File: src/rtl/cpusf_params.svh
// Register offsets, field positions, reset values and address-map constants of the status/flags datapath.
`ifndef CPUSF_PARAMS_SVH
`define CPUSF_PARAMS_SVH

// ----------------------------------------------------------------------------
// Register offsets (byte addresses, one aligned word each)
// ----------------------------------------------------------------------------
`define CPUSF_OFS_PSW    8'h00
`define CPUSF_OFS_PC     8'h04
`define CPUSF_OFS_ACC    8'h08
`define CPUSF_OFS_TMP    8'h0c
`define CPUSF_OFS_IX     8'h10
`define CPUSF_OFS_EP     8'h14
`define CPUSF_OFS_SP     8'h18
`define CPUSF_OFS_STATUS 8'h1c

// ----------------------------------------------------------------------------
// Condition-code byte field positions
// ----------------------------------------------------------------------------
`define CPUSF_CCR_H  7
`define CPUSF_CCR_I  6
`define CPUSF_CCR_IH 5
`define CPUSF_CCR_IL 4
`define CPUSF_CCR_N  3
`define CPUSF_CCR_Z  2
`define CPUSF_CCR_V  1
`define CPUSF_CCR_C  0

// ----------------------------------------------------------------------------
// Reset values and address map
// ----------------------------------------------------------------------------
`define CPUSF_PSW_RESET 16'h0030
`define CPUSF_REG_RESET 16'h0000
`define CPUSF_GPR_BASE  16'h0100
`define CPUSF_IO_TOP    16'h0080
`define CPUSF_DATA_TOP  16'h0880
`define CPUSF_PROG_BASE 16'h8000

`endif

File: src/rtl/cpusf_pkg.sv
// Types shared by the status/flags datapath modules.
package cpusf_pkg;

  // ALU operations issued by the sequencer.
  typedef enum logic [3:0] {
    CPUSF_OP_ADD, CPUSF_OP_ADDC, CPUSF_OP_SUB, CPUSF_OP_SUBC, CPUSF_OP_CMP,
    CPUSF_OP_AND, CPUSF_OP_OR, CPUSF_OP_XOR, CPUSF_OP_ROLC, CPUSF_OP_RORC
  } cpusf_alu_op_type;

  // Dedicated register selector; the first six index the word-register array.
  typedef enum logic [2:0] {
    CPUSF_SEL_PC, CPUSF_SEL_ACC, CPUSF_SEL_TMP, CPUSF_SEL_IX,
    CPUSF_SEL_EP, CPUSF_SEL_SP, CPUSF_SEL_PSW, CPUSF_SEL_NONE
  } cpusf_reg_sel_type;

  // Region of the 64 KiB address space.
  typedef enum logic [1:0] {
    CPUSF_REGION_IO, CPUSF_REGION_DATA, CPUSF_REGION_GAP, CPUSF_REGION_PROG
  } cpusf_region_type;

endpackage : cpusf_pkg

File: src/rtl/cpusf_reg16.sv
// One 16-bit dedicated register with byte-lane load and increment.
`timescale 1ns/1ps
`include "cpusf_params.svh"
module cpusf_reg16 import cpusf_pkg::*; (
  // Clock and control
  input  wire logic        clock,
  input  wire logic        rst,
  input  wire logic        clk_en,
  // Update requests
  input  wire logic        load_en,
  input  wire logic [1:0]  load_lanes,
  input  wire logic [15:0] load_data,
  input  wire logic        inc,
  // Stored value
  output logic      [15:0] value
);

  typedef struct packed {
    logic [15:0] word;
  } cpusf_reg16_state_type;

  cpusf_reg16_state_type state_reg;
  cpusf_reg16_state_type state_next;

  // ----------------------------------------------------------------------------
  // Next state: a load beats an increment so a jump is never lost.
  // ----------------------------------------------------------------------------
  always_comb begin
    state_next = state_reg;
    if (load_en) begin
      if (load_lanes[0]) state_next.word[7:0] = load_data[7:0];
      if (load_lanes[1]) state_next.word[15:8] = load_data[15:8];
    end else if (inc) begin
      state_next.word = state_reg.word + 16'h0001;
    end
  end

  // Registers are cleared for a defined start even where contents are unspecified.
  always_ff @(posedge clock) begin
    if (rst) begin
      state_reg.word <= `CPUSF_REG_RESET;
    end else if (clk_en) begin
      state_reg <= state_next;
    end
  end

  assign value = state_reg.word;

endmodule : cpusf_reg16

File: src/rtl/cpusf_alu.sv
// Combinational arithmetic unit producing a result and the condition flags.
`timescale 1ns/1ps
module cpusf_alu import cpusf_pkg::*; (
  // Operands
  input  wire logic             [15:0] acc_in,
  input  wire logic             [15:0] tmp_in,
  input  wire logic                    carry_in,
  input  wire cpusf_alu_op_type        op,
  input  wire logic                    wide,
  // Results
  output logic                  [15:0] result,
  output logic                         write_acc,
  output logic                  [4:0]  affect,
  output logic                  [4:0]  flags
);

  logic [16:0] add16;
  logic [16:0] sub16;
  logic [8:0]  add8;
  logic [8:0]  sub8;
  logic [4:0]  hadd;
  logic [4:0]  hsub;
  logic        cin;
  logic        is_sub;
  logic        carry;
  logic        a_msb;
  logic        t_msb;
  logic        r_msb;

  // ----------------------------------------------------------------------------
  // Flags are packed as {H, N, Z, V, C}; affect marks which ones the op updates.
  // ----------------------------------------------------------------------------
  always_comb begin
    cin    = (op == CPUSF_OP_ADDC || op == CPUSF_OP_SUBC) ? carry_in : 1'b0;
    is_sub = (op == CPUSF_OP_SUB || op == CPUSF_OP_SUBC || op == CPUSF_OP_CMP);
    add16  = {1'b0, acc_in} + {1'b0, tmp_in} + {16'h0000, cin};
    sub16  = {1'b0, acc_in} - {1'b0, tmp_in} - {16'h0000, cin};
    add8   = {1'b0, acc_in[7:0]} + {1'b0, tmp_in[7:0]} + {8'h00, cin};
    sub8   = {1'b0, acc_in[7:0]} - {1'b0, tmp_in[7:0]} - {8'h00, cin};
    hadd   = {1'b0, acc_in[3:0]} + {1'b0, tmp_in[3:0]} + {4'h0, cin};
    hsub   = {1'b0, acc_in[3:0]} - {1'b0, tmp_in[3:0]} - {4'h0, cin};
    result    = acc_in;
    carry     = carry_in;
    write_acc = 1'b1;
    affect    = 5'h00;
    case (op)
      CPUSF_OP_ADD, CPUSF_OP_ADDC, CPUSF_OP_SUB, CPUSF_OP_SUBC, CPUSF_OP_CMP: begin
        // Byte operations leave the upper accumulator byte alone.
        if (wide) begin
          result = is_sub ? sub16[15:0] : add16[15:0];
          carry  = is_sub ? sub16[16] : add16[16];
        end else begin
          result = {acc_in[15:8], (is_sub ? sub8[7:0] : add8[7:0])};
          carry  = is_sub ? sub8[8] : add8[8];
        end
        write_acc = (op != CPUSF_OP_CMP);
        affect    = 5'h1f;
      end
      CPUSF_OP_AND: begin
        result = wide ? (acc_in & tmp_in) : {acc_in[15:8], acc_in[7:0] & tmp_in[7:0]};
        affect = 5'h0c;
      end
      CPUSF_OP_OR: begin
        result = wide ? (acc_in | tmp_in) : {acc_in[15:8], acc_in[7:0] | tmp_in[7:0]};
        affect = 5'h0c;
      end
      CPUSF_OP_XOR: begin
        result = wide ? (acc_in ^ tmp_in) : {acc_in[15:8], acc_in[7:0] ^ tmp_in[7:0]};
        affect = 5'h0c;
      end
      CPUSF_OP_ROLC: begin
        // The bit shifted out lands in carry.
        result = wide ? {acc_in[14:0], carry_in} : {acc_in[15:8], acc_in[6:0], carry_in};
        carry  = wide ? acc_in[15] : acc_in[7];
        affect = 5'h0d;
      end
      CPUSF_OP_RORC: begin
        result = wide ? {carry_in, acc_in[15:1]} : {acc_in[15:8], carry_in, acc_in[7:1]};
        carry  = acc_in[0];
        affect = 5'h0d;
      end
      default: begin
        write_acc = 1'b0;
      end
    endcase
    a_msb = wide ? acc_in[15] : acc_in[7];
    t_msb = wide ? tmp_in[15] : tmp_in[7];
    r_msb = wide ? result[15] : result[7];
    flags[4] = is_sub ? hsub[4] : hadd[4];
    flags[3] = r_msb;
    flags[2] = wide ? (result == 16'h0000) : (result[7:0] == 8'h00);
    flags[1] = is_sub ? (a_msb != t_msb) && (r_msb != a_msb)
                      : (a_msb == t_msb) && (r_msb != a_msb);
    flags[0] = carry;
  end

endmodule : cpusf_alu

File: src/rtl/cpusf_core.sv
// Dedicated registers, program status word and flag logic of the core, with an Avalon-MM register port.
//
// Functional notes
// - A 16-bit status word: upper byte is bank pointer, lower byte condition codes.
// - A 16-bit program counter holds the address of the instruction being fetched.
// - A 16-bit accumulator takes results; byte operations use its low byte only.
// - A 16-bit temporary accumulator is second operand; byte operations use low byte.
// - Index register, extra pointer and stack pointer are each 16 bits.
// - Half-carry tracks carry or borrow between bit 3 and bit 4.
// - Interrupts pass only while interrupt enable is 1; reset clears it.
// - Two-bit level mask: serve request only when its level beats the mask.
// - Negative flag copies the most significant result bit.
// - Zero flag is set exactly when the result is zero.
// - Overflow flag reports two's-complement overflow.
// - Carry reports carry or borrow out of the top bit; shifts load shifted-out bit.
// - One 64 KiB space: I/O lowest, data above, program area at the top.
// - Bank pointer picks one of 32 banks of eight byte registers.
//
// Added by the designer: the address map and the Avalon-MM slave port.
`timescale 1ns/1ps
`include "cpusf_params.svh"
module cpusf_core import cpusf_pkg::*; #(
  parameter logic [15:0] GPR_BASE  = `CPUSF_GPR_BASE,
  parameter logic [15:0] IO_TOP    = `CPUSF_IO_TOP,
  parameter logic [15:0] DATA_TOP  = `CPUSF_DATA_TOP,
  parameter logic [15:0] PROG_BASE = `CPUSF_PROG_BASE
) (
  // Clock, reset and enable
  input  wire logic              clock,
  input  wire logic              rst,
  input  wire logic              clk_en,
  // Avalon-MM slave
  input  wire logic        [7:0] avs_address,
  input  wire logic              avs_read,
  input  wire logic              avs_write,
  input  wire logic       [31:0] avs_writedata,
  input  wire logic        [3:0] avs_byteenable,
  output logic            [31:0] avs_readdata,
  output logic                   avs_waitrequest,
  // Sequencer: ALU operation
  input  wire logic              alu_valid,
  input  wire cpusf_alu_op_type  alu_op,
  input  wire logic              alu_wide,
  // Sequencer: register write and program counter
  input  wire logic              reg_wr_valid,
  input  wire cpusf_reg_sel_type reg_wr_sel,
  input  wire logic       [15:0] reg_wr_data,
  input  wire logic              pc_inc,
  input  wire logic              pc_load,
  input  wire logic       [15:0] pc_load_value,
  // Interrupt request logic
  input  wire logic              irq_request,
  input  wire logic        [1:0] irq_level,
  output logic                   irq_accept,
  // Address helpers
  input  wire logic        [2:0] gp_reg_index,
  output logic            [15:0] gp_reg_addr,
  input  wire logic       [15:0] mem_addr,
  output cpusf_region_type       mem_region,
  // Register values
  output logic            [15:0] program_status_word,
  output logic            [15:0] pc_value,
  output logic            [15:0] acc_value,
  output logic            [15:0] tmp_value,
  output logic            [15:0] index_register,
  output logic            [15:0] extra_pointer,
  output logic            [15:0] sp_value
);

  typedef struct packed {
    logic             ack;
    logic [31:0]      rdata;
    logic [15:0]      psw;
    logic [15:0]      gp_addr;
    cpusf_region_type region;
  } cpusf_core_state_type;

  cpusf_core_state_type state_reg;
  cpusf_core_state_type state_next;

  logic [15:0] word_value [6];
  logic [5:0]  word_load;
  logic [1:0]  word_lanes [6];
  logic [15:0] word_data [6];
  logic [15:0] alu_result;
  logic        alu_write_acc;
  logic [4:0]  alu_affect;
  logic [4:0]  alu_flags;
  logic        bus_req;
  logic        bus_accept;
  logic        bus_wr;
  logic [1:0]  req_rank;
  logic [1:0]  mask_rank;
  logic [7:0]  condition_code_byte;

  assign condition_code_byte = state_reg.psw[7:0];

  // ----------------------------------------------------------------------------
  // Arithmetic unit and word registers
  // ----------------------------------------------------------------------------
  cpusf_alu u_alu (
    .acc_in    (word_value[CPUSF_SEL_ACC]),
    .tmp_in    (word_value[CPUSF_SEL_TMP]),
    .carry_in  (condition_code_byte[`CPUSF_CCR_C]),
    .op        (alu_op),
    .wide      (alu_wide),
    .result    (alu_result),
    .write_acc (alu_write_acc),
    .affect    (alu_affect),
    .flags     (alu_flags)
  );

  // Six identical 16-bit registers: PC, A, T, IX, EP, SP.
  for (genvar g = 0; g < 6; g++) begin : g_word
    cpusf_reg16 u_reg (
      .clock      (clock),
      .rst        (rst),
      .clk_en     (clk_en),
      .load_en    (word_load[g]),
      .load_lanes (word_lanes[g]),
      .load_data  (word_data[g]),
      .inc        ((g == 0) && pc_inc),
      .value      (word_value[g])
    );
  end

  // ----------------------------------------------------------------------------
  // Bus handshake: one wait cycle, then the request is taken.
  // ----------------------------------------------------------------------------
  assign bus_req         = avs_read || avs_write;
  assign bus_accept      = bus_req && state_reg.ack;
  assign bus_wr          = bus_accept && avs_write;
  assign avs_waitrequest = bus_req && !state_reg.ack;
  assign avs_readdata    = state_reg.rdata;

  // Load selection per word register; ALU beats sequencer, sequencer beats bus.
  always_comb begin
    for (int i = 0; i < 6; i++) begin
      word_load[i]  = 1'b0;
      word_lanes[i] = 2'b11;
      word_data[i]  = reg_wr_data;
      if (reg_wr_valid && reg_wr_sel == cpusf_reg_sel_type'(i)) begin
        word_load[i] = 1'b1;
      end else if (bus_wr && avs_address == 8'(4 * (i + 1))) begin
        word_load[i]  = |avs_byteenable[1:0];
        word_lanes[i] = avs_byteenable[1:0];
        word_data[i]  = avs_writedata[15:0];
      end
    end
    if (pc_load) begin
      word_load[CPUSF_SEL_PC]  = 1'b1;
      word_lanes[CPUSF_SEL_PC] = 2'b11;
      word_data[CPUSF_SEL_PC]  = pc_load_value;
    end
    if (alu_valid && alu_write_acc) begin
      word_load[CPUSF_SEL_ACC]  = 1'b1;
      word_lanes[CPUSF_SEL_ACC] = alu_wide ? 2'b11 : 2'b01;
      word_data[CPUSF_SEL_ACC]  = alu_result;
    end
  end

  // ----------------------------------------------------------------------------
  // Interrupt gate: ranks 1 (high) .. 3 (low); equal rank is not admitted.
  // ----------------------------------------------------------------------------
  assign req_rank   = irq_level[1] ? (irq_level[0] ? 2'h3 : 2'h2) : 2'h1;
  assign mask_rank  = condition_code_byte[`CPUSF_CCR_IH] ? (condition_code_byte[`CPUSF_CCR_IL] ? 2'h3 : 2'h2) : 2'h1;
  assign irq_accept = irq_request && condition_code_byte[`CPUSF_CCR_I] && (req_rank < mask_rank);

  // ----------------------------------------------------------------------------
  // Next state of the status word, read data and address helpers.
  // ----------------------------------------------------------------------------
  always_comb begin
    state_next     = state_reg;
    state_next.ack = bus_req && !state_reg.ack;
    // Status word writes: sequencer over bus; the ALU then overrides touched flags.
    if (reg_wr_valid && reg_wr_sel == CPUSF_SEL_PSW) begin
      state_next.psw = reg_wr_data;
    end else if (bus_wr && avs_address == `CPUSF_OFS_PSW) begin
      if (avs_byteenable[0]) state_next.psw[7:0] = avs_writedata[7:0];
      if (avs_byteenable[1]) state_next.psw[15:8] = avs_writedata[15:8];
    end
    if (alu_valid) begin
      // Untouched flags keep their old value from the status word.
      if (alu_affect[4]) state_next.psw[`CPUSF_CCR_H] = alu_flags[4];
      if (alu_affect[3]) state_next.psw[`CPUSF_CCR_N] = alu_flags[3];
      if (alu_affect[2]) state_next.psw[`CPUSF_CCR_Z] = alu_flags[2];
      if (alu_affect[1]) state_next.psw[`CPUSF_CCR_V] = alu_flags[1];
      if (alu_affect[0]) state_next.psw[`CPUSF_CCR_C] = alu_flags[0];
    end
    // Read data is captured in the wait cycle so it stands on the accepting edge.
    if (avs_read && !state_reg.ack) begin
      case (avs_address)
        `CPUSF_OFS_PSW:    state_next.rdata = {16'h0000, state_reg.psw};
        `CPUSF_OFS_PC:     state_next.rdata = {16'h0000, word_value[CPUSF_SEL_PC]};
        `CPUSF_OFS_ACC:    state_next.rdata = {16'h0000, word_value[CPUSF_SEL_ACC]};
        `CPUSF_OFS_TMP:    state_next.rdata = {16'h0000, word_value[CPUSF_SEL_TMP]};
        `CPUSF_OFS_IX:     state_next.rdata = {16'h0000, word_value[CPUSF_SEL_IX]};
        `CPUSF_OFS_EP:     state_next.rdata = {16'h0000, word_value[CPUSF_SEL_EP]};
        `CPUSF_OFS_SP:     state_next.rdata = {16'h0000, word_value[CPUSF_SEL_SP]};
        `CPUSF_OFS_STATUS: state_next.rdata = {30'h00000000, irq_request, irq_accept};
        default:           state_next.rdata = 32'h00000000;
      endcase
    end
    // Bank base is pointer times eight; only five pointer bits reach 32 banks.
    state_next.gp_addr = GPR_BASE + {8'h00, state_reg.psw[12:8], gp_reg_index};
    // Region order from bottom: I/O, data, unused gap, program.
    if (mem_addr < IO_TOP) begin
      state_next.region = CPUSF_REGION_IO;
    end else if (mem_addr < DATA_TOP) begin
      state_next.region = CPUSF_REGION_DATA;
    end else if (mem_addr < PROG_BASE) begin
      state_next.region = CPUSF_REGION_GAP;
    end else begin
      state_next.region = CPUSF_REGION_PROG;
    end
  end

  // Reset clears interrupt enable and sets the level mask to 3; other contents are zero.
  always_ff @(posedge clock) begin
    if (rst) begin
      state_reg.ack     <= 1'b0;
      state_reg.rdata   <= 32'h00000000;
      state_reg.psw     <= `CPUSF_PSW_RESET;
      state_reg.gp_addr <= 16'h0000;
      state_reg.region  <= CPUSF_REGION_IO;
    end else if (clk_en) begin
      state_reg <= state_next;
    end
  end

  assign program_status_word = state_reg.psw;
  assign pc_value            = word_value[CPUSF_SEL_PC];
  assign acc_value           = word_value[CPUSF_SEL_ACC];
  assign tmp_value           = word_value[CPUSF_SEL_TMP];
  assign index_register      = word_value[CPUSF_SEL_IX];
  assign extra_pointer       = word_value[CPUSF_SEL_EP];
  assign sp_value            = word_value[CPUSF_SEL_SP];
  assign gp_reg_addr         = state_reg.gp_addr;
  assign mem_region          = state_reg.region;

  logic arith_op;
  assign arith_op = alu_op inside {CPUSF_OP_ADD, CPUSF_OP_ADDC, CPUSF_OP_SUB, CPUSF_OP_SUBC};
endmodule : cpusf_core

File: config.mk
export PLATFORM = sky130hd
export DESIGN_NAME = cpusf_core
export DESIGN_NICKNAME = d
export VERILOG_FILES = /design/src/rtl/cpusf_pkg.sv /design/src/rtl/cpusf_reg16.sv /design/src/rtl/cpusf_alu.sv /design/src/rtl/cpusf_core.sv
export VERILOG_INCLUDE_DIRS = /design/src /design/src/rtl
export SDC_FILE = /design/constraint.sdc
export NUM_CORES = 1
export LEC_CHECK = 0
export BUFFER_PORTS_ARGS = -buffer_cell sky130_fd_sc_hd__buf_2
export CAP_MARGIN = 15
export CORE_MARGIN = 3
export CORE_UTILIZATION = 60
export DETAILED_ROUTE_END_ITERATION = 12
export HOLD_SLACK_MARGIN = 0.02
export PLACE_DENSITY_LB_ADDON = 0.15
export SETUP_SLACK_MARGIN = 0.4
export SLEW_MARGIN = 5
export SYNTH_ARGS = -nofsm -noshare
export SYNTH_HDL_FRONTEND = slang
export SYNTH_SLANG_ARGS = --single-unit
File: constraint.sdc
create_clock -name clock -period 7.3 [get_ports clock]
set_input_delay 1.825 -clock clock [delete_from_list [all_inputs] [get_ports clock]]
set_output_delay 1.825 -clock clock [all_outputs]
set_load 0.01 [all_outputs]
======== After elaboration in Yosys (flattened, before gate mapping) ========
Index checks and enable logic that the tools add are counted.
word-level totals
  flip-flop bits (word level) ............. 163
  bits in latches ......................... 0
  memory bits (writable) .................. 0
  memory bits (read-only) ................. 0
  bits of input ports ..................... 115
  output and inout port bits .............. 164
  logic and storage cells ................. 219
  memories kept ........................... 0
operators by class
  add/sub/neg operators ................... 14
  $mul .................................... 0
  div/mod/pow operators ................... 0
  order comparisons ....................... 4
  equal/unequal tests ..................... 29
  shift-type cells ........................ 0
  multiplexer cells ....................... 88
  bitwise operators ....................... 6
  reduce and logical (&&, ||, !) cells .... 58
operators by type and width
  cell                     count
  $mux W16                 25
  $pmux W16 S8             1
  $pmux W16 S6             1
  $reduce_and A3 Y1        14
  $mux W8                  5
  $mux W2                  19
  $mux W1                  33
  $eq A8 B5 Y1 const B     4
  $logic_and A1 B1 Y1      23
  $add A16 B16 Y17         1
  $add A17 B1 Y17          1
  $sub A16 B16 Y17         1
  $sub A17 B1 Y17          1
  $add A16 B1 Y16 const B  1
  $and A16 B16 Y16         1
  $eq A4 B3 Y1 const B     4
  $eq A8 B4 Y1 const B     2
  $logic_not A16 Y1        1
  $logic_not A8 Y1         2
  $lt A16 B12 Y1 const B   1
  $lt A16 B16 Y1 const B   1
  $lt A16 B8 Y1 const B    1
  $or A16 B16 Y16          1
  $xor A16 B16 Y16         1
  38 further kinds         54

======== Depth between registers and ports, before layout ========
Gate-level depths: netlist (run 1).
  depth in word-level cells ............... 13
  depth in mapped cells ................... 17
  depth with buffers taken out ............ 15

======== By module ========
Synthesis (run 1) repeated with hierarchy kept, for this count alone.
unflattened totals
  cell total of the unflattened synthesis .. 2108
  area, all modules ....................... 15874.0 um2
by module, submodules not included
  module                             instances  cells an instance  area an instance (um2)  sequential area each (um2)
  cpusf_reg16 (g_word[1].u_reg ...)  5          152                1128.6                  320.3
  cpusf_core                         1          653                5371.4                  880.8
  cpusf_alu                          1          549                3767.4                  0.0
  cpusf_reg16 (g_word[0].u_reg)      1          146                1092.3                  320.3

======== Worst setup path after synthesis (run 1) ========
OpenSTA, ideal clock, no wires.
  path type ............................... input-to-reg
  from .................................... in alu_op[0]
  to ...................................... reg state_reg (netlist bit program_status_word[2])
  setup time .............................. 0.059 ns
  data arrival time ....................... 4.819 ns
  data required time ...................... 7.241 ns
  setup slack ............................. 2.422 ns
  stages on the path ...................... 17
  path buffers ............................ 3
  cells stage by stage .................... buf_6 > buf_6 > buf_2 > nand3_1 > inv_1 > fa_1 > inv_1 > fa_1 > and2b_1 > o2111ai_2 > nand2_2 > a2111oi_2 > o31a_2 > mux2i_1 > a41oi_1 > nor4_1 > o31a_1
between the ends
  word-level cells in the longest chain between the ends .. 11
  elaborated cells on any way between the ends .. 31
  classes of those cells .................. add/sub (4); eq/ne (9); mux (9); reduce/logical (9)
ends and longest elaborated chain
  what                                                   RTL line                                           source
  start: declaration                                     cpusf_core.sv:42                                   input wire cpusf_alu_op_type alu_op,
  $eq A4 B1 Y1 or $eq A4 B2 Y1 (tied branches)           cpusf_alu.sv:34, cpusf_alu.sv:46, cpusf_alu.sv:35
  $logic_or A1 B1 Y1                                     cpusf_alu.sv:34                                    cin = (op == CPUSF_OP_ADDC || op == CPUSF_OP_SUBC) ? carry_in : 1'b0;
  $mux W1                                                cpusf_alu.sv:34
  $add A17 B1 Y17 (tied with other cells)                cpusf_alu.sv:36                                    add16 = {1'b0, acc_in} + {1'b0, tmp_in} + {16'h0000, cin};
  $mux W16 or $mux W8 (tied branches)                    cpusf_alu.sv:50, cpusf_alu.sv:53
  $mux W16                                               cpusf_alu.sv:49                                    if (wide) begin
  $pmux W16 S6                                           cpusf_alu.sv:46                                    case (op)
  $logic_not A16 Y1 or $logic_not A8 Y1 (tied branches)  cpusf_alu.sv:91                                    flags[2] = wide ? (result == 16'h0000) : (result[7:0] == 8'h00);
  $mux W1                                                cpusf_alu.sv:91
  $mux W1 (*)                                            cpusf_core.sv:186                                  if (alu_affect[2]) state_next.psw[`CPUSF_CCR_Z] = alu_flags[2];
  $mux W4 (*)                                            cpusf_core.sv:182                                  if (alu_valid) begin
  end signal: assignment                                 cpusf_core.sv:227                                  state_reg <= state_next;
  end: declaration                                       cpusf_core.sv:78                                   cpusf_core_state_type state_reg;
Every way passes the cells marked *; elsewhere a longest branch is shown, timed or not.
A chain may end at the register's enable or synchronous reset.

======== Worst setup path after layout (run 1) ========
  from .................................... in alu_op[3]
  to ...................................... reg state_reg (netlist bit program_status_word[2])
Same word-level chain as after synthesis.

==> results of run 1 <==
## area by class of cell
cell class	instances	area [um^2]
multi-input combinational	1239	8071
fill	1761	6208
sequential	140	2803
timing repair buffer	248	1289
clock buffer	18	429.2
tap	265	331.6
inverter	62	232.7
clock inverter	14	161.4
## kinds of logic after synthesis
family,count (synthesis)
buffers and inverters,232
AND/OR/NAND/NOR,513
multiplexers,130
XOR/XNOR,17
adder cells (fa/ha/maj),68
AO/OA/AOI/OAI,488
other,1
flip-flops,140
## cells in the final DEF, fill, tap and decap left out, types with 9 or more instances in the layout
master | synthesis | final
a21o_1 | 21 | 21
and3_1 | 13 | 13
buf_4 | 68 | 19
mux2_2 | 14 | 14
a22o_1 | 15 | 15
nor2b_1 | 10 | 10
a21oi_1 | 144 | 144
o21ai_0 | 79 | 79
nand2b_1 | 16 | 16
inv_1 | 61 | 61
a222oi_1 | 19 | 19
mux2i_1 | 116 | 116
a31oi_1 | 16 | 16
nor3_1 | 14 | 14
nor2_1 | 234 | 234
and2_1 | 10 | 10
a22oi_1 | 37 | 37
nand2_1 | 118 | 118
xnor2_1 | 9 | 9
clkbuf_16 | 0 | 17
buf_2 | 33 | 229
a211oi_1 | 51 | 51
conb_1 | 1 | 23
o211ai_1 | 14 | 14
ha_1 | 64 | 64
dfxtp_1 | 140 | 140
nor3b_1 | 9 | 9
a221oi_1 | 10 | 10
nand3_1 | 35 | 35
## per-stage QoR
stage | worst slack (ps) | util, % | total power (W)
2_1_floorplan | 2422 | - | 0.001160
3_3_place_gp | 1551 | 65.10 | 0.001304
3_5_place_dp | 1530 | 65.10 | 0.001311
4_1_cts | 1937 | 68.13 | 0.002169
5_1_grt | 1562 | 68.20 | 0.002257
6_report | 1823 | 68.20 | 0.002187
## metal layers
layer / GRT usage, % / part of all wire (%) / vias to the layer above
met2: 60.74 / 45 / 841
met4: 20.22 / 5.6 / 2
li1: - / - / 5910
met3: 6.447 / 11 / 147
met1: 49.70 / 38 / 6104
met5: 0 / 0.041 / -
## power by group
group          switching [W]  total, W  internal (W)
clock network       0.000363  0.000873      0.000510
logic               0.000312  0.000489      0.000177
registers          0.0000398  0.000825      0.000785
total               0.000715   0.00219       0.00147
## path summary, 6_finish.rpt
path	from	endpoint	slack, ps	cells past startpoint
min	gp_reg_addr[8]	gp_reg_addr[8]	460	2
max reg2reg	program_status_word[0]	program_status_word[2]	2990	12
min reg2reg	gp_reg_addr[8]	gp_reg_addr[8]	460	2
max	alu_op[3]	program_status_word[2]	1820	14
## worst max-delay path: stages
cell	delay (ps)
buf_2	260
nor2_1	180
nand3_1	220
fa_1	510
fa_1	440
nor3_1	280
o211ai_1	240
a41oi_1	290
xor2_1	240
nand3_1	100
a211oi_1	450
o2111ai_1	230
nor4_1	420
o31a_1	160
==> impl_metrics.toml, run 1 <==
[global_routing]
grt-ovfl-total = 0
first_global_vias = 11710
grt_pass1_wl_um = 65860
antenna_found_initial = 1
grt_usage_pct = 38.15
grt_max_degree = 88

[yosys]
synth_cell_types = 87
synth_top_family_by_area = "compound AO/OA/AOI/OAI gates"
synth_common_cells = "234 x nor2_1, 144 x a21oi_1, 140 x dfxtp_1"
synth.area.top_cells = "dfxtp_1 23%, mux2i_1 9.7%, nor2_1 7.3%"
synth_xor_area_share_pct = 1.242
syn_inst = 1589
synth_compound_area_share_pct = 27.39
synth.mux.area_fraction_pct = 11.00
synth_area_per_cell_um2 = 7.542
synth-edff-count = 0
synth-main-ff-cell = "dfxtp_1"
synth.cell_area_um2 = 11980
ys_seq_area_share_pct = 23.39
synth_fa_ha_area_share_pct = 7.350
synthArstFlopShare_pct = 0
synth_area_leader_cell = "dfxtp_1"
synth_top_area_share_pct = 23.39
ys_ff_latch = 140
ys_warn_count = 0
yosys.area_share.simple_pct = 19.60
synth.most_common_cell = "nor2_1"

[route]
wl_per_cell_um = 21.95
drt_iter0_markers = 1623
firstDrtPassIters = 6
viasPerCell = 6.548
via_count = 13000
wl_um = 43600
drc_errors = 0
ant_nets = 0

[cts]
cts_setup_buffers = 0
post_cts_resized = 0
cts_hold_buf = 0
cts-root-buf = "clkbuf_16"
worstSkewPairLatency_ps = 430
clockBufferDepth = 2
cts_tree = "yes"
cts.clk_slew.worst_paths_ps = 60
clock-sinks = 140
tritoncts.num_buffers = 17
htree_levels = 4

[worst_setup_path]
worst-path-max-fanout = 24
critical_path_class = "in -> reg"
crit_arrival_ps = 5850
start_kind = "primary input"
worst_setup_path_end_kind = "flop"
cp.required_ps = 7670

[timing]
fin_setup_tns_ps = 0
whs_ps = 463.3
skew_ps = 7.766
min_period_ps = 5477
fin_crit_sh_pct = 75.02
max_freq_ghz = 0.1826
slew_headroom_pct = 20.09
max_slew.worst_pin.slew_ps = 1195
final-max-slew-violation-count = 0
rsz0062_at_grt = "false"
setup_viol = 0
hold_viol = 0

[finish]
drive_above_1_share_pct = 18.77
fin_nets = 1891
largest_reg_flops = 96
syn_to_final_growth_pct = 11.13
antenna_cells = 0
postLayoutCellArea_um2 = 13320
instances_no_fill = 1986

[pwr]
leakage_nw = 5.965
powerDensity_nw_per_um2 = 164.2
vdd_drop_max_v = 0.0001394

[placement]
portBuffers = 230
place_area_um2 = 12710
placed_cells = 1952
gp_congestion = 0.9836
hpwl_um = 32010

[die]
pin_count = 279
dieHeight_um = 147.3
die_area_um2 = 21700
start_util_pct = 61.37
die_w_um = 147.3
coreArea_um2 = 19530
rows = 51

[min_path]
hp-class = "reg -> reg"

[run_status]
status = "finished clean"

[job]
maxCapViolCount = 0
No activity file was read; power rests on OpenSTA's default activity.
==> run 2: changes to the inputs <==
--- a/config.mk
+++ b/config.mk
@@ -9,7 +9,7 @@
 export BUFFER_PORTS_ARGS = -buffer_cell sky130_fd_sc_hd__buf_2
 export CAP_MARGIN = 15
 export CORE_MARGIN = 3
-export CORE_UTILIZATION = 60
+export CORE_UTILIZATION = 56
 export DETAILED_ROUTE_END_ITERATION = 12
 export HOLD_SLACK_MARGIN = 0.02
 export PLACE_DENSITY_LB_ADDON = 0.15
==> constraint.sdc (replaced) <==
create_clock -name clock -period 5.2 [get_ports clock]
set_input_delay 1.3 -clock clock [delete_from_list [all_inputs] [get_ports clock]]
set_output_delay 1.3 -clock clock [all_outputs]
set_load 0.01 [all_outputs]
==> run 2 against run 1 <==
  * Sequential cell count is the same
  * Critical path type unchanged
  * Global-route usage decreased by 2.5 points
  * Hold slack worse by 8.7 ps
  * Core utilization is 2.9 points lower
  * Final cell count grew 1.2%
  * Cell area grew 1.1%
  * Non-clock buffer count rose by 16
  * Total power grew 42%
  * Clock skew is 2.7 ps higher
==> impl_metrics.toml, run 2 (synthesis results as in run 1) <==
[worst_setup_path]
worst-path-max-fanout = 3
critical_path_class = "in -> reg"
critPathTopFamily = "compound AO/OA/AOI/OAI gates"
slowest_delay_ps = 450
start_kind = "primary input"
cp_cell_sequence = "buf_2, nor2_1, nand3_1, fa_1, fa_1, nor3_1, o211ai_1, a41oi_1, xor2_1, nand3_1, a211oi_1, o2111ai_1, nor4_1, buf_4, o31a_1"
worst_setup_path_end_kind = "flop"
crit_arrival_ps = 4880
path_buf_inv = 2
crit_slowest_cell = "fa_1"
cp.required_ps = 5580

[cts]
tritoncts.num_buffers = 17
clock-sinks = 140
cts_setup_buffers = 0
cts.clk_slew.worst_paths_ps = 60
htree_levels = 4
post_cts_resized = 0
cts_hold_buf = 0
cts_tree = "yes"
worstSkewPairLatency_ps = 430
clockBufferDepth = 2
cts-root-buf = "clkbuf_16"

[min_path]
hp-class = "reg -> reg"

[global_routing]
grt_max_degree = 58
first_global_vias = 11860
grt_pass1_wl_um = 66930
grt-ovfl-total = 0
antenna_found_initial = 4
grt_usage_pct = 35.60

[timing]
min_period_ps = 4499
whs_ps = 454.7
hold_viol = 0
skew_ps = 10.48
slew_headroom_pct = 20.71
fin_crit_sh_pct = 86.52
final-max-slew-violation-count = 0
max_freq_ghz = 0.2223
rsz0062_at_grt = "false"
setup_viol = 0
fin_setup_tns_ps = 0
max_slew.worst_pin.slew_ps = 1186

[finish]
syn_to_final_growth_pct = 12.32
fin_nets = 1907
largest_reg_flops = 96
nFillCells = 1834
fin_util_pct = 65.26
layout_common_cells = "234 x nor2_1, 229 x buf_2, 144 x a21oi_1"
final_common_cell = "nor2_1"
drive_above_1_share_pct = 19.46

[die]
start_util_pct = 58.10
die_w_um = 152.3
dieHeight_um = 152.3
coreArea_um2 = 20620
pin_count = 279
die_area_um2 = 23190
rows = 52

[pwr]
combPwrFrac_pct = 22.4
vdd_drop_max_v = 0.0002059
powerDensity_nw_per_um2 = 230.7
leakage_nw = 6.046
clockPowerShare_pct = 40.4
swShare_pct = 31.89
pwr-share-seq_pct = 37.2
netSwitchingPower_w = 0.0009900
p_int_w = 0.002115

[placement]
portBuffers = 230
hpwl_um = 32400
gp_congestion = 1.072

[route]
met2_length_um = 18860
ant_nets = 0
viasPerCell = 6.565
top_layer = "met5"
dr_wl_met3_um = 5423
drc_errors = 0
firstDrtPassIters = 6
wl_met1_um = 17630
wl_per_cell_um = 21.80
via_count = 13200
drt_iter0_markers = 1807
wl_um = 43820

[run_status]
status = "finished clean"

[job]
maxCapViolCount = 0
-- run 2: power by group through the flow --
stage               Combinational, W  Clock (W)  Sequential (W)
detailed placement          0.000670          0         0.00118
finish                      0.000695    0.00125         0.00116
global placement            0.000661          0         0.00118
CTS                         0.000675    0.00126         0.00115
global route                0.000750    0.00130         0.00116
floorplan                   0.000464          0         0.00116
-- run 2: final timing paths --
path	from	endpoint	slack (ps)	cells after the start
setup / recovery	alu_op[2]	program_status_word[2]	700	15
setup reg to reg	g_word[2].u_reg.value[0]	program_status_word[2]	1270	13
hold / removal	avs_readdata[0]	avs_readdata[0]	450	2
hold reg to reg	avs_readdata[0]	avs_readdata[0]	450	2
-- run 2: layout make-up --
cell class / count / area [um^2] / share of cell area [%]
diodes: 3 / 7.507 / 0.05577
clock buffers: 19 / 432.9 / 3.216
clock inverters: 13 / 166.4 / 1.236
inverters: 62 / 232.7 / 1.729
multi-input cells: 1239 / 8071 / 59.96
flip-flops and latches: 140 / 2803 / 20.82
well taps: 270 / 337.8 / 2.510
repair buffers: 264 / 1409 / 10.47
-- run 2: worst min-delay path: cells and delay by family, from the launching register on --
family | cells | cell delay [ps]
AOI/OAI and AO/OA | 1 | 50
and+or+nand+nor | 1 | 50
DFF | 1 | 310
-- run 2: per-layer routing --
| metal | track usage [%] | vias up |
|---|---|---|
| li1 | - | 5971 |
| met1 | 49.56 | 6096 |
| met2 | 54.51 | 970 |
| met3 | 6.901 | 156 |
| met4 | 13.87 | 2 |
| met5 | 0 | - |
-- run 2: metrics by stage --
stage	cells	total power, W	setup WS, ps	instance area [um^2]
global placement	1973	0.001836	443.8	12840
global route	2010	0.003204	533.5	13460
finish	2010	0.003105	700.9	13460
CTS	2005	0.003083	774.0	13440
floorplan	1611	0.001629	847.5	12070
detailed placement	1973	0.001846	351.4	12840
